==> config.mk <==
export PLATFORM = sky130hd
export DESIGN_NAME = mmc_host_top
export DESIGN_NICKNAME = d
export VERILOG_FILES = /design/src/core/card_clock_gen.v /design/src/core/data_timeout.v /design/src/core/mmc_host_top.v
export VERILOG_INCLUDE_DIRS = /design/src /design/src/core
export SDC_FILE = /design/constraint.sdc
export NUM_CORES = 1
export LEC_CHECK = 0
export BUFFER_PORTS_ARGS = -buffer_cell sky130_fd_sc_hd__buf_2
export CAP_MARGIN = 20
export CORE_MARGIN = 2
export CORE_UTILIZATION = 45
export CTS_CLUSTER_SIZE = 30
export DETAILED_ROUTE_END_ITERATION = 16
export GPL_ROUTABILITY_DRIVEN = 0
export PLACE_DENSITY = 0.65
export SYNTH_ARGS = -nofsm -noshare
export SYNTH_HDL_FRONTEND = slang
export SYNTH_SLANG_ARGS = --single-unit
==> constraint.sdc <==
create_clock -name core_clk -period 24.5 [get_ports core_clk]
set_clock_uncertainty 0.2 [all_clocks]
set_input_delay 1.225 -clock core_clk [delete_from_list [all_inputs] [get_ports core_clk]]
set_output_delay 1.225 -clock core_clk [all_outputs]
set_load 0.01 [all_outputs]
==> src/core/mmc_defines.vh <==
// register map, field positions and constants of the card host interface
`ifndef MMC_DEFINES_VH
`define MMC_DEFINES_VH

// ---------------------------------------------------------------------
// register byte offsets
// ---------------------------------------------------------------------
`define A_CR 9'h000
`define A_MR 9'h004
`define A_DTOR 9'h008
`define A_SDCR 9'h00C
`define A_ARG 9'h010
`define A_CMD 9'h014
`define A_RSP0 9'h020
`define A_RSP1 9'h024
`define A_RSP2 9'h028
`define A_RSP3 9'h02C
`define A_RDR 9'h030
`define A_TDR 9'h034
`define A_SR 9'h040
`define A_IER 9'h044
`define A_IDR 9'h048
`define A_IMR 9'h04C
`define A_DMA_LO 9'h100
`define A_DMA_HI 9'h124

// ---------------------------------------------------------------------
// writable bits and reset values
// ---------------------------------------------------------------------
`define MR_MASK 32'h3FFFC7FF
`define DTOR_MASK 32'h0000007F
`define SDCR_MASK 32'h0000008F
`define RST_WORD 32'h00000000

// ---------------------------------------------------------------------
// control strobe bits
// ---------------------------------------------------------------------
`define CR_EN 0
`define CR_DIS 1
`define CR_PSEN 2
`define CR_PSDIS 3

// ---------------------------------------------------------------------
// mode, timeout and card slot fields
// ---------------------------------------------------------------------
`define MR_DIV 7:0
`define MR_PSDIV 10:8
`define MR_PADV 14
`define MR_DMA 15
`define MR_BLK 29:16
`define DT_CYC 3:0
`define DT_MUL 6:4
`define SD_SEL 0
`define SD_BUS 7

// ---------------------------------------------------------------------
// command issue fields
// ---------------------------------------------------------------------
`define CM_IDX 5:0
`define CM_RSP 7:6
`define CM_OD 11
`define CM_LAT 12
`define CM_TR 17:16
`define CM_DIR 18
`define RSP_NONE 2'h0
`define RSP_LONG 2'h2
`define TR_START 2'h1
`define TR_STOP 2'h2

// ---------------------------------------------------------------------
// status bits
// ---------------------------------------------------------------------
`define SR_COMMAND_DONE_FLAG 0
`define SR_RXRDY 1
`define SR_TXRDY 2
`define SR_BLKE 3
`define SR_DTIP 4
`define SR_NOTBUSY 5
`define SR_ENDRX 6
`define SR_ENDTX 7
`define SR_RXBUFF 14
`define SR_TXBUFE 15
`define SR_RTOE 20
`define SR_DTOE 22
`define SR_OVERRUN_FLAG 30
`define SR_UNDERRUN_FLAG 31

// ---------------------------------------------------------------------
// frame lengths in card clocks, padding and timeout multipliers
// ---------------------------------------------------------------------
`define CMD_BITS 8'h30
`define RSP_SHORT_LEFT 8'h2F
`define RSP_LONG_LEFT 8'h87
`define LAT_SHORT 8'h05
`define LAT_LONG 8'h40
`define W_BITS 6'h20
`define STEP1 6'h01
`define STEP4 6'h04
`define PAD_ZERO 8'h00
`define PAD_ONE 8'hFF
`define MUL0 28'h0000001
`define MUL1 28'h0000010
`define MUL2 28'h0000080
`define MUL3 28'h0000100
`define MUL4 28'h0000400
`define MUL5 28'h0001000
`define MUL6 28'h0010000
`define MUL7 28'h0100000

`endif

==> src/core/card_clock_gen.v <==
// card clock divider with power-save prescaler and stall hold
`timescale 1ns/1ps
`default_nettype none
module card_clock_gen (
	// clock and reset
	input wire core_clk,
	input wire rst_n,
	// settings
	input wire run,
	input wire hold,
	input wire [7:0] div,
	input wire pws_on,
	input wire [2:0] pws_div,
	// card clock and its rising-edge enable
	output reg card_clk,
	output reg rise_tick
);

reg [7:0] pre_q;
reg [7:0] cnt_q;
// prescale top is 2^pws_div - 1 in power save, else none
wire [7:0] pre_top = pws_on ? ((8'h01 << pws_div) - 8'h01) : 8'h00;

// half period is (div+1) * 2^pws_div master clocks with pws_on set, div+1 master clocks without
always @(posedge core_clk or negedge rst_n) begin
	if (!rst_n) begin
		pre_q <= 8'h00;
		cnt_q <= 8'h00;
		card_clk <= 1'b0;
		rise_tick <= 1'b0;
	end else if (!run) begin
		pre_q <= 8'h00; // held low while disabled
		cnt_q <= 8'h00;
		card_clk <= 1'b0;
		rise_tick <= 1'b0;
	end else begin
		rise_tick <= 1'b0;
		if (!hold) begin
			if (pre_q < pre_top) begin
				pre_q <= pre_q + 8'h01;
			end else begin
				pre_q <= 8'h00;
				if (cnt_q < div) begin
					cnt_q <= cnt_q + 8'h01;
				end else begin
					cnt_q <= 8'h00;
					card_clk <= ~card_clk;
					rise_tick <= ~card_clk;
				end
			end
		end
	end
end

endmodule
`default_nettype wire

==> src/core/data_timeout.v <==
// data timeout counter in master clocks
`timescale 1ns/1ps
`default_nettype none
`include "mmc_defines.vh"
module data_timeout (
	// clock and reset
	input wire core_clk,
	input wire rst_n,
	// control
	input wire run,
	input wire [3:0] cyc,
	input wire [2:0] mul,
	// result
	output reg expired
);

reg [27:0] cnt_q;

// multiplier code to cycle factor
function [27:0] mul_of;
	input [2:0] m;
	begin
		case (m)
			3'h0: mul_of = `MUL0;
			3'h1: mul_of = `MUL1;
			3'h2: mul_of = `MUL2;
			3'h3: mul_of = `MUL3;
			3'h4: mul_of = `MUL4;
			3'h5: mul_of = `MUL5;
			3'h6: mul_of = `MUL6;
			default: mul_of = `MUL7;
		endcase
	end
endfunction

wire [27:0] limit = {24'h000000, cyc} * mul_of(mul);

// counts while waiting, flags once the limit is reached
always @(posedge core_clk or negedge rst_n) begin
	if (!rst_n) begin
		cnt_q <= 28'h0000000;
		expired <= 1'b0;
	end else if (!run) begin
		cnt_q <= 28'h0000000;
		expired <= 1'b0;
	end else begin
		expired <= (cnt_q >= limit);
		if (cnt_q < limit) begin
			cnt_q <= cnt_q + 28'h0000001;
		end
	end
end

endmodule
`default_nettype wire

==> src/core/mmc_host_top.v <==
// card host interface: register file, command and data engines
//
// Contract
// - with DMA mode set, all data moves through the DMA channel ports
// - short write blocks are padded with 0x00 or 0xFF per padding bit
// - end of read or write is flagged, may raise an interrupt if enabled
// - response readable by repeated reads at 0x20 or at 0x20 to 0x2C
// - offsets 0x100 to 0x124 are reserved for the DMA channel
// - enable bit works unless disable written too; disable wins; zeros ignored
// - power save enable unless disable written too; zeros ignored
// - card clock is master clock over 2*(divider+1)
// - power save divides card clock further by 2^power_save_divider; the code divides only while command and data engines are idle
// - mode bit 15 DMA, bit 14 padding; DMA mode silences under/overrun
// - data timeout after cycle count times multiplier master clocks
// - multiplier codes map to 1,16,128,256,1024,4096,65536,1048576
// - slot select 0 routes to slot A, 1 to slot B
// - bus width bit clear is one data line, set is four
// - out of reset disabled, no card activity until enabled
// - command starts when command register is written, using the argument
// - command bits change at card clock rise, response sampled on rise
//
// Design decision made here: the Wishbone register port.
`timescale 1ns/1ps
`default_nettype none
`include "mmc_defines.vh"
module mmc_host_top (
	// clock and reset
	input wire core_clk,
	input wire rst_b,
	// wishbone slave
	input wire wb_cyc_i,
	input wire wb_stb_i,
	input wire wb_we_i,
	input wire [8:0] wb_adr_i,
	input wire [31:0] wb_dat_i,
	input wire [3:0] wb_sel_i,
	output reg [31:0] wb_dat_o,
	output reg wb_ack_o,
	// interrupt
	output wire irq,
	// dma channel
	input wire dma_tx_valid,
	input wire [31:0] dma_tx_data,
	output wire dma_tx_ready,
	output wire dma_rx_valid,
	output wire [31:0] dma_rx_data,
	input wire dma_rx_ready,
	input wire [3:0] dma_buf_flags,
	// card clock
	output wire card_clk,
	// card slot a
	input wire cmd_a_i,
	output wire cmd_a_o,
	output wire cmd_a_oe_n,
	input wire [3:0] dat_a_i,
	output wire [3:0] dat_a_o,
	output wire [3:0] dat_a_oe_n,
	// card slot b
	input wire cmd_b_i,
	output wire cmd_b_o,
	output wire cmd_b_oe_n,
	input wire [3:0] dat_b_i,
	output wire [3:0] dat_b_o,
	output wire [3:0] dat_b_oe_n
);

localparam C_IDLE = 2'b00;
localparam C_SEND = 2'b01;
localparam C_WAIT = 2'b10;
localparam C_RSP = 2'b11;
localparam D_IDLE = 2'b00;
localparam D_WAIT = 2'b01;
localparam D_XFER = 2'b10;
localparam D_END = 2'b11;

// ---------------------------------------------------------------------
// helpers
// ---------------------------------------------------------------------
// byte-lane merge of a write into a register
function [31:0] merge;
	input [31:0] old;
	input [31:0] nw;
	input [3:0] sel;
	input [31:0] msk;
	integer i;
	begin
		merge = old;
		for (i = 0; i < 4; i = i + 1) begin
			if (sel[i]) begin
				merge[i*8 +: 8] = nw[i*8 +: 8];
			end
		end
		merge = merge & msk;
	end
endfunction

// crc7 over start, direction, index and argument
function [6:0] crc7;
	input [39:0] d;
	integer i;
	reg fb;
	begin
		crc7 = 7'h00;
		for (i = 39; i >= 0; i = i - 1) begin
			fb = d[i] ^ crc7[6];
			crc7 = {crc7[5:0], 1'b0} ^ {3'b000, fb, 2'b00, fb};
		end
	end
endfunction

// response word picker
function [31:0] rsp_word;
	input [127:0] r;
	input [1:0] k;
	begin
		case (k)
			2'h0: rsp_word = r[127:96];
			2'h1: rsp_word = r[95:64];
			2'h2: rsp_word = r[63:32];
			default: rsp_word = r[31:0];
		endcase
	end
endfunction

// ---------------------------------------------------------------------
// reset release
// ---------------------------------------------------------------------
reg [1:0] rs_q;
wire rst_n = rs_q[1];

// asynchronous assert, two-stage release
always @(posedge core_clk or negedge rst_b) begin
	if (!rst_b) begin
		rs_q <= 2'b00;
	end else begin
		rs_q <= {rs_q[0], 1'b1};
	end
end

// ---------------------------------------------------------------------
// declarations
// ---------------------------------------------------------------------
reg en_q, ps_q;
reg [31:0] mr_q, dtor_q, sdcr_q, arg_q, mask_q, cmd_q;
reg [127:0] rsp_sh_q, resp_q;
reg [1:0] ridx_q, c_st_q, d_st_q;
reg [47:0] c_sh_q;
reg [7:0] c_cnt_q;
reg cmd_out_q, cmd_drv_q, rtoe_q;
reg d_dir_q, pad_q, dat_drv_q;
reg [16:0] d_bits_q;
reg [5:0] w_bits_q;
reg [31:0] d_sh_q, tdr_q, rdr_q;
reg [3:0] dat_out_q;
reg tdr_full_q, rxrdy_q, blke_q, overrun_flag_q, underrun_flag_q, dtoe_q;
reg [4:0] s1_q, s2_q, s3_q, filt_q;
reg [31:0] sr;
wire tick, expired;

wire req = wb_cyc_i & wb_stb_i;
wire wr = req & wb_ack_o & wb_we_i; // write takes effect on ack edge
wire rd = req & wb_ack_o & ~wb_we_i;
wire dma = mr_q[`MR_DMA];
wire slot = sdcr_q[`SD_SEL];
wire bus4 = sdcr_q[`SD_BUS];
wire [5:0] step = bus4 ? `STEP4 : `STEP1;
wire [3:0] lanes = bus4 ? 4'hF : 4'h1;
wire cmd_in = filt_q[4];
wire [3:0] dat_in = filt_q[3:0];
wire issue = wr & (wb_adr_i == `A_CMD) & en_q & (c_st_q == C_IDLE);
wire [1:0] tr = wb_dat_i[`CM_TR];
wire c_done = tick & (((c_st_q == C_SEND) & (c_cnt_q == 8'h00) & (cmd_q[`CM_RSP] == `RSP_NONE))
	| ((c_st_q == C_WAIT) & cmd_in & (c_cnt_q == 8'h00))
	| ((c_st_q == C_RSP) & (c_cnt_q == 8'h01)));
wire need = (w_bits_q == 6'h00);
wire [7:0] pad_byte = mr_q[`MR_PADV] ? `PAD_ONE : `PAD_ZERO;
wire [31:0] src = (pad_q | ~tdr_full_q) ? {4{pad_byte}} : tdr_q;
wire wr_x = (d_st_q == D_XFER) & ~d_dir_q;
wire rd_x = (d_st_q == D_XFER) & d_dir_q;
wire stall = dma & ((wr_x & need & ~tdr_full_q & ~pad_q) | (rd_x & rxrdy_q));
wire load = wr_x & tick & need & tdr_full_q & ~pad_q;
wire [31:0] cur = need ? src : d_sh_q;
wire [31:0] rx_nxt = bus4 ? {d_sh_q[27:0], dat_in} : {d_sh_q[30:0], dat_in[0]};
wire push = rd_x & tick & (((w_bits_q + step) == `W_BITS) | (d_bits_q == {11'h000, step}));
wire idle = (c_st_q == C_IDLE) & (d_st_q == D_IDLE);

// ---------------------------------------------------------------------
// wishbone slave and control registers
// ---------------------------------------------------------------------
// single-wait-state ack, dropped the cycle after
always @(posedge core_clk or negedge rst_n) begin
	if (!rst_n) begin
		wb_ack_o <= 1'b0;
		wb_dat_o <= `RST_WORD;
	end else begin
		wb_ack_o <= req & ~wb_ack_o;
		if (req & ~wb_ack_o) begin
			case (wb_adr_i)
				`A_MR: wb_dat_o <= mr_q;
				`A_DTOR: wb_dat_o <= dtor_q;
				`A_SDCR: wb_dat_o <= sdcr_q;
				`A_ARG: wb_dat_o <= arg_q;
				`A_RSP0: wb_dat_o <= rsp_word(resp_q, ridx_q);
				`A_RSP1: wb_dat_o <= rsp_word(resp_q, 2'h1);
				`A_RSP2: wb_dat_o <= rsp_word(resp_q, 2'h2);
				`A_RSP3: wb_dat_o <= rsp_word(resp_q, 2'h3);
				`A_RDR: wb_dat_o <= rdr_q;
				`A_SR: wb_dat_o <= sr;
				`A_IMR: wb_dat_o <= mask_q;
				default: wb_dat_o <= `RST_WORD; // DMA window and holes read zero
			endcase
		end
	end
end

// configuration registers and strobes
always @(posedge core_clk or negedge rst_n) begin
	if (!rst_n) begin
		en_q <= 1'b0;
		ps_q <= 1'b0;
		mr_q <= `RST_WORD;
		dtor_q <= `RST_WORD;
		sdcr_q <= `RST_WORD;
		arg_q <= `RST_WORD;
		mask_q <= `RST_WORD;
		ridx_q <= 2'h0;
	end else begin
		if (wr) begin
			case (wb_adr_i)
				`A_CR: begin
					if (wb_dat_i[`CR_DIS]) begin
						en_q <= 1'b0;
					end else if (wb_dat_i[`CR_EN]) begin
						en_q <= 1'b1;
					end
					if (wb_dat_i[`CR_PSDIS]) begin
						ps_q <= 1'b0;
					end else if (wb_dat_i[`CR_PSEN]) begin
						ps_q <= 1'b1;
					end
				end
				`A_MR: mr_q <= merge(mr_q, wb_dat_i, wb_sel_i, `MR_MASK);
				`A_DTOR: dtor_q <= merge(dtor_q, wb_dat_i, wb_sel_i, `DTOR_MASK);
				`A_SDCR: sdcr_q <= merge(sdcr_q, wb_dat_i, wb_sel_i, `SDCR_MASK);
				`A_ARG: arg_q <= merge(arg_q, wb_dat_i, wb_sel_i, `RST_WORD - 32'h1);
				`A_IER: mask_q <= mask_q | wb_dat_i;
				`A_IDR: mask_q <= mask_q & ~wb_dat_i;
				default: mask_q <= mask_q;
			endcase
		end
		// repeated reads of the first response word walk the words
		if (issue) begin
			ridx_q <= 2'h0;
		end else if (rd & (wb_adr_i == `A_RSP0)) begin
			ridx_q <= ridx_q + 2'h1;
		end
	end
end

// ---------------------------------------------------------------------
// status and interrupt
// ---------------------------------------------------------------------
// status word assembly
always @* begin
	sr = `RST_WORD;
	sr[`SR_COMMAND_DONE_FLAG] = (c_st_q == C_IDLE);
	sr[`SR_RXRDY] = rxrdy_q;
	sr[`SR_TXRDY] = ~tdr_full_q;
	sr[`SR_BLKE] = blke_q;
	sr[`SR_DTIP] = (d_st_q != D_IDLE);
	sr[`SR_NOTBUSY] = dat_in[0];
	sr[`SR_ENDRX] = dma_buf_flags[0];
	sr[`SR_ENDTX] = dma_buf_flags[1];
	sr[`SR_RXBUFF] = dma_buf_flags[2];
	sr[`SR_TXBUFE] = dma_buf_flags[3];
	sr[`SR_RTOE] = rtoe_q;
	sr[`SR_DTOE] = dtoe_q;
	sr[`SR_OVERRUN_FLAG] = overrun_flag_q & ~dma;
	sr[`SR_UNDERRUN_FLAG] = underrun_flag_q & ~dma;
end

assign irq = |(sr & mask_q);

// ---------------------------------------------------------------------
// pin synchronisers and card clock
// ---------------------------------------------------------------------
wire [4:0] raw = slot ? {cmd_b_i, dat_b_i} : {cmd_a_i, dat_a_i};

// three stages, a change counts once stages two and three agree
genvar g;
generate
	for (g = 0; g < 5; g = g + 1) begin : g_sync
		always @(posedge core_clk or negedge rst_n) begin
			if (!rst_n) begin
				s1_q[g] <= 1'b1;
				s2_q[g] <= 1'b1;
				s3_q[g] <= 1'b1;
				filt_q[g] <= 1'b1;
			end else begin
				s1_q[g] <= raw[g];
				s2_q[g] <= s1_q[g];
				s3_q[g] <= s2_q[g];
				if (s2_q[g] == s3_q[g]) begin
					filt_q[g] <= s3_q[g];
				end
			end
		end
	end
endgenerate

card_clock_gen u_clk (
	.core_clk(core_clk),
	.rst_n(rst_n),
	.run(en_q),
	.hold(stall),
	.div(mr_q[`MR_DIV]),
	.pws_on(ps_q & idle),
	.pws_div(mr_q[`MR_PSDIV]),
	.card_clk(card_clk),
	.rise_tick(tick)
);

data_timeout u_dto (
	.core_clk(core_clk),
	.rst_n(rst_n),
	.run((d_st_q == D_WAIT) & d_dir_q),
	.cyc(dtor_q[`DT_CYC]),
	.mul(dtor_q[`DT_MUL]),
	.expired(expired)
);

// ---------------------------------------------------------------------
// command engine
// ---------------------------------------------------------------------
// shifts the frame out on card clock rise and gathers the response
always @(posedge core_clk or negedge rst_n) begin
	if (!rst_n) begin
		c_st_q <= C_IDLE;
		c_sh_q <= 48'h000000000000;
		c_cnt_q <= 8'h00;
		cmd_q <= `RST_WORD;
		cmd_out_q <= 1'b1;
		cmd_drv_q <= 1'b0;
		rsp_sh_q <= 128'h0;
		resp_q <= 128'h0;
		rtoe_q <= 1'b0;
	end else if (!en_q) begin
		c_st_q <= C_IDLE;
		cmd_drv_q <= 1'b0;
	end else begin
		case (c_st_q)
			C_IDLE: begin
				if (issue) begin
					cmd_q <= wb_dat_i;
					c_sh_q <= {2'b01, wb_dat_i[`CM_IDX], arg_q, crc7({2'b01, wb_dat_i[`CM_IDX], arg_q}), 1'b1};
					c_cnt_q <= `CMD_BITS;
					rtoe_q <= 1'b0;
					c_st_q <= C_SEND;
				end
			end
			C_SEND: begin
				if (tick) begin
					if (c_cnt_q != 8'h00) begin
						cmd_out_q <= c_sh_q[47];
						cmd_drv_q <= 1'b1;
						c_sh_q <= {c_sh_q[46:0], 1'b1};
						c_cnt_q <= c_cnt_q - 8'h01;
					end else begin
						cmd_drv_q <= 1'b0;
						cmd_out_q <= 1'b1;
						c_cnt_q <= cmd_q[`CM_LAT] ? `LAT_LONG : `LAT_SHORT;
						c_st_q <= (cmd_q[`CM_RSP] == `RSP_NONE) ? C_IDLE : C_WAIT;
					end
				end
			end
			C_WAIT: begin
				if (tick) begin
					if (!cmd_in) begin
						rsp_sh_q <= 128'h0;
						c_cnt_q <= (cmd_q[`CM_RSP] == `RSP_LONG) ? `RSP_LONG_LEFT : `RSP_SHORT_LEFT;
						c_st_q <= C_RSP;
					end else if (c_cnt_q == 8'h00) begin
						rtoe_q <= 1'b1;
						c_st_q <= C_IDLE;
					end else begin
						c_cnt_q <= c_cnt_q - 8'h01;
					end
				end
			end
			default: begin
				if (tick) begin
					rsp_sh_q <= {rsp_sh_q[126:0], cmd_in};
					c_cnt_q <= c_cnt_q - 8'h01;
					if (c_cnt_q == 8'h01) begin
						c_st_q <= C_IDLE;
						if (cmd_q[`CM_RSP] == `RSP_LONG) begin
							resp_q <= {rsp_sh_q[126:0], cmd_in};
						end else begin
							resp_q <= {rsp_sh_q[38:7], 96'h0};
						end
					end
				end
			end
		endcase
	end
end

assign cmd_a_o = cmd_out_q;
assign cmd_b_o = cmd_out_q;
// open-drain commands only pull low
wire cmd_en = cmd_drv_q & ~(cmd_q[`CM_OD] & cmd_out_q);
assign cmd_a_oe_n = ~(cmd_en & ~slot);
assign cmd_b_oe_n = ~(cmd_en & slot);

// ---------------------------------------------------------------------
// data engine
// ---------------------------------------------------------------------
// one block per start, msb first, one or four lines per card clock
always @(posedge core_clk or negedge rst_n) begin
	if (!rst_n) begin
		d_st_q <= D_IDLE;
		d_dir_q <= 1'b0;
		d_bits_q <= 17'h00000;
		w_bits_q <= 6'h00;
		d_sh_q <= `RST_WORD;
		dat_out_q <= 4'hF;
		dat_drv_q <= 1'b0;
		pad_q <= 1'b0;
		rdr_q <= `RST_WORD;
		blke_q <= 1'b0;
		overrun_flag_q <= 1'b0;
		underrun_flag_q <= 1'b0;
		dtoe_q <= 1'b0;
	end else begin
		// flags cleared by software first, so a same-cycle set wins
		if (rd & (wb_adr_i == `A_SR)) begin
			blke_q <= 1'b0;
			overrun_flag_q <= 1'b0;
			underrun_flag_q <= 1'b0;
		end
		if (issue) begin
			dtoe_q <= 1'b0;
			if (tr == `TR_STOP) begin
				pad_q <= 1'b1;
				if (d_dir_q) begin
					d_st_q <= D_IDLE;
				end
			end
		end
		if (!en_q) begin
			d_st_q <= D_IDLE;
			dat_drv_q <= 1'b0;
		end else begin
			case (d_st_q)
				D_IDLE: begin
					if (c_done & (cmd_q[`CM_TR] == `TR_START)) begin
						d_dir_q <= cmd_q[`CM_DIR];
						d_bits_q <= {mr_q[`MR_BLK], 3'b000};
						w_bits_q <= 6'h00;
						pad_q <= 1'b0;
						d_st_q <= D_WAIT;
					end
				end
				D_WAIT: begin
					if (d_dir_q & expired) begin
						dtoe_q <= 1'b1;
						d_st_q <= D_IDLE;
					end else if (tick & d_dir_q & ~dat_in[0]) begin
						d_st_q <= D_XFER;
					end else if (tick & ~d_dir_q) begin
						dat_out_q <= 4'h0;
						dat_drv_q <= 1'b1;
						d_st_q <= D_XFER;
					end
				end
				D_XFER: begin
					if (tick & ~d_dir_q) begin
						if (need & ~tdr_full_q & ~pad_q & ~dma) begin
							underrun_flag_q <= 1'b1;
						end
						dat_out_q <= bus4 ? cur[31:28] : {3'b111, cur[31]};
						d_sh_q <= bus4 ? {cur[27:0], 4'h0} : {cur[30:0], 1'b0};
						w_bits_q <= (need ? `W_BITS : w_bits_q) - step;
					end
					if (push) begin
						rdr_q <= rx_nxt;
						if (rxrdy_q & ~dma) begin
							overrun_flag_q <= 1'b1;
						end
					end
					if (tick & d_dir_q) begin
						d_sh_q <= rx_nxt;
						w_bits_q <= push ? 6'h00 : w_bits_q + step;
					end
					if (tick) begin
						d_bits_q <= d_bits_q - {11'h000, step};
						if (d_bits_q == {11'h000, step}) begin
							w_bits_q <= d_dir_q ? 6'h00 : `W_BITS;
							d_st_q <= D_END;
						end
					end
				end
				default: begin
					if (tick) begin
						if (w_bits_q != 6'h00) begin
							dat_out_q <= 4'hF;
							w_bits_q <= 6'h00;
						end else begin
							dat_drv_q <= 1'b0;
							blke_q <= 1'b1;
							d_st_q <= D_IDLE;
						end
					end
				end
			endcase
		end
	end
end

// ---------------------------------------------------------------------
// transmit and receive holding words
// ---------------------------------------------------------------------
// load clears before a new write sets, so no word is lost
always @(posedge core_clk or negedge rst_n) begin
	if (!rst_n) begin
		tdr_q <= `RST_WORD;
		tdr_full_q <= 1'b0;
		rxrdy_q <= 1'b0;
	end else begin
		if (load) begin
			tdr_full_q <= 1'b0;
		end
		if (wr & (wb_adr_i == `A_TDR) & ~dma) begin
			tdr_q <= wb_dat_i;
			tdr_full_q <= 1'b1;
		end else if (dma_tx_valid & dma_tx_ready) begin
			tdr_q <= dma_tx_data;
			tdr_full_q <= 1'b1;
		end
		if ((rd & (wb_adr_i == `A_RDR)) | (dma_rx_valid & dma_rx_ready)) begin
			rxrdy_q <= 1'b0;
		end
		if (push) begin
			rxrdy_q <= 1'b1;
		end
	end
end

assign dma_tx_ready = en_q & dma & ~tdr_full_q;
assign dma_rx_valid = dma & rxrdy_q;
assign dma_rx_data = rdr_q;

assign dat_a_o = dat_out_q;
assign dat_b_o = dat_out_q;
assign dat_a_oe_n = ~({4{dat_drv_q & ~slot}} & lanes);
assign dat_b_oe_n = ~({4{dat_drv_q & slot}} & lanes);

endmodule
`default_nettype wire

==> results.md <==
- Worst setup SP type: register
- Worst R2R Path Depth: 23
- Die H: 278.1 µm
- Worst slew margin: 18.90%
- FF+latch count, synth: 666
- Worst-skew pair later-pin latency: 0.62 ns
- Worst-Margin Slew: 1.212 ns
- Number of nets with antenna violations after routing: 0
- Synth async-reset ratio: 100.0%
- Post-DP HPWL: 76,770 µm
- Top cell by count, worst path: ha_1
- WL final: 110,200 µm
- Via count: 28,415
- Crit-path max FO: 22
- Synth area leader: dfrtp_1
- Share of layout cells above drive strength 1: 13.53%
- Status: complete, no violations
- Synth Area in Simple Gates: 15.53%
- Mux cell area share after synthesis: 6.376%
- Total GRT Usage: 28.31%
- FP Rows: 100
- Crit path max-delay cell type: or4_1
- First drt pass iteration count: 14
- CP Capture Type: register
- Clk buf depth: 3
- Pre-CTS WS: 18.41 ns
- Yosys Warn Count: 0
- Largest family of logic cells by synthesized area: compound AO/OA/AOI/OAI gates
- Top_reg_cell synth: dfrtp_1
- Final WS setup: 18.36 ns
- IO Pins: 187
- WP buf/inv: 2
- Post-synth EDFFs: 0
- Largest net degree at the start of global routing: 175
- Family with the most delay on the worst path: simple AND/OR/NAND/NOR gates
- CP required: 24.83 ns
- Number of global-route vias before repair: 26,190
- Die Wd: 278.1 µm
- Period utilisation layout: 25.07%
- Vias/cell: 6.041
- Cells after synthesis: 3,638
- Fillers: 6,806
- Cts repair resizes: 0
- Initial Utilization: 45.42%
- Per-cell routed wire length: 23.43 µm
- Final count of negative-setup-slack endpoints: 0
- CTS buffer count: 74
- HP Class: reg2reg
- CTS tree: done
- Min cycle time layout: 6.142 ns
- Max Cap Violations: 0
- Post-synthesis cell type count: 88
- Mapped Area: 0.03381 mm²
- NumNets Final: 3,865
- Avg Inst Size Synth: 9.294 µm²
- Residual DRC: 0
- Max Slew Vio Count: 0
- Largest cells by area after synthesis: dfrtp_1 (47%), nand2_1 (9.5%), o21ai_0 (6.1%)
- Crit Path Category: reg2reg
- Commonest non-fill, non-tap cell in the layout: nand2_1
- Leak: 16.86 nW
- Xor-xnor portion of the synthesized cell area: 2.635%
- CP cell instances: nand2b_1 -> nor2_1 -> ha_1 -> inv_1 -> fa_1 -> inv_1 -> ha_1 -> a31oi_1 -> nor2b_1 -> o21ai_0 -> nand2b_1 -> a31o_2 -> nand3_1 -> xnor2_1 -> nand2_1 -> ha_1 -> a21o_1 -> a21oi_4 -> o21ai_2 -> a221oi_4 -> nand4_2 -> or4_1 -> a21oi_1
- Sequential area share after synthesis: 49.38%
- H-tree levels: 3
- Synth-to-Final Area Change: 11.67%
- Clock transition at the registers of the reported paths: 0.06 ns
- Number of cells on the critical path: 23
- Pwr dens: 60.38 mW/mm²
- Top cell type's share of synthesized area: 47.44%
- Die area: 0.07735 mm²
- Fmax: 162.8 MHz
- Worst vdd ir: 43.68 µV
- Final hold vios: 0
- First-pass GRT wire length: 168,100 µm
- Adder-cell share of the synthesized area: 3.360%
- Number of DRC markers in iteration 0: 3,818
- Most frequent cells in the layout: nand2_1 (850), dfrtp_1 (639), o21ai_0 (412)
- Core ar.: 0.07445 mm²
- CTS sink cnt: 666
- Buffers on Ports: 186
- Slowest stage delay, CP: 0.64 ns
- CTS Root Cell: clkbuf_16
- Crit path arrival time: 6.47 ns
- Hold path depth: 0
- RSZ-0062 raised after global routing: false
- Initial antenna violation count: 2
- Total negative slack: 0 ns
- Synth Area in Compound Gates: 18.86%
- Grt total ovfl: 0
- Cts hold-fix bufs: 0
- Setup Fix Bufs, Post-CTS: 0
==> Yosys cell counts, types with 13 or more instances <==
cell      number
nand2_1      853
dfrtp_1      641
o21ai_0      412
clkbuf_1     241
mux2i_1      131
a22oi_1      118
a21oi_1      109
nor2_1       108
o21ai_1       93
ha_1          82
mux2_2        75
a31oi_1       68
nand3_1       61
inv_1         57
xnor2_1       57
a222oi_1      46
a22o_1        45
nand4_1       33
nor3_1        31
xor2_1        27
dfstp_2       25
nand2b_1      23
and3_1        20
or3_1         17
a21o_1        16
o22ai_1       16
a221oi_1      15
o31ai_1       13
==> metrics by stage <==
stage / hold WS (ns) / power [mW] / instances / area [µm²] / utilization, %
global route: 0.1603 / 2.348 / 4702 / 37750 / 50.71
CTS: 0.1529 / 2.292 / 4700 / 37700 / 50.65
global placement: 0.1360 / 1.210 / 4573 / 35370 / 47.51
floorplan: 0.1312 / 1.177 / 3640 / 33820 / -
detailed placement: 0.1387 / 1.210 / 4573 / 35370 / 47.51
finish: 0.1489 / 2.280 / 4704 / 37760 / 50.72
==> state kept, by name (all words and copies together), names as in the netlist, 6 cells and up, named ones only <==
signal,cells
wb_dat_o,32
c_sh_q,48
u_clk.pre_q,8
w_bits_q,6
arg_q,32
cmd_q,7
rsp_sh_q,127
mr_q,27
u_clk.cnt_q,8
c_cnt_q,8
d_bits_q,17
u_dto.cnt_q,28
dtor_q,7
d_sh_q,32
resp_q,128
dma_rx_data,32
tdr_q,32
==> path summary, 6_finish.rpt <==
kind,start,endpoint,slack [ns]
worst min register to register,rs_q[0],rs_q[1],0.15
min in group asynchronous,rst_b,rs_q[1],0.19
worst max-delay path,dtor_q[6],u_dto.cnt_q[17],18.36
worst max register to register,dtor_q[6],u_dto.cnt_q[17],18.36
max in group asynchronous,rs_q[1],sdcr_q[7],21.50
worst min-delay path,rs_q[0],rs_q[1],0.15
==> metal layers <==
layer	global-route usage [%]	vias up	wire length [µm]
li1	-	12983	-
met3	5.331	227	9798
met1	41.57	13850	48040
met4	10.60	2	4502
met2	41.50	1353	47850
met5	0	-	12
==> cells by family after synthesis <==
group	after synthesis
and+or+nand+nor	1224
AOI/OAI and AO/OA	1029
DFF	666
buffers and inverters	330
muxes	206
xor gates and xnor gates	92
adders and majority gates	90
other	1
==> where the power goes <==
part | switching [mW] | internal (mW) | total, mW
sequential | 0.00497 | 1.10 | 1.11
clock | 0.462 | 0.628 | 1.09
combinational | 0.0546 | 0.0263 | 0.0809
total | 0.521 | 1.76 | 2.28
==> area by class of cell <==
type	count	area, µm²	share of cell area, %
Antenna cell	2	5.005	0.01326
Tap cell	969	1212	3.211
Clock inverter	24	201.4	0.5335
Inverter	59	224.0	0.5932
Sequential cell	666	16700	44.24
Clock buffer	103	2132	5.647
Timing Repair Buffer	237	1359	3.599
Multi-Input combinational cell	2644	15920	42.16
(Power assumes the default switching activity.)
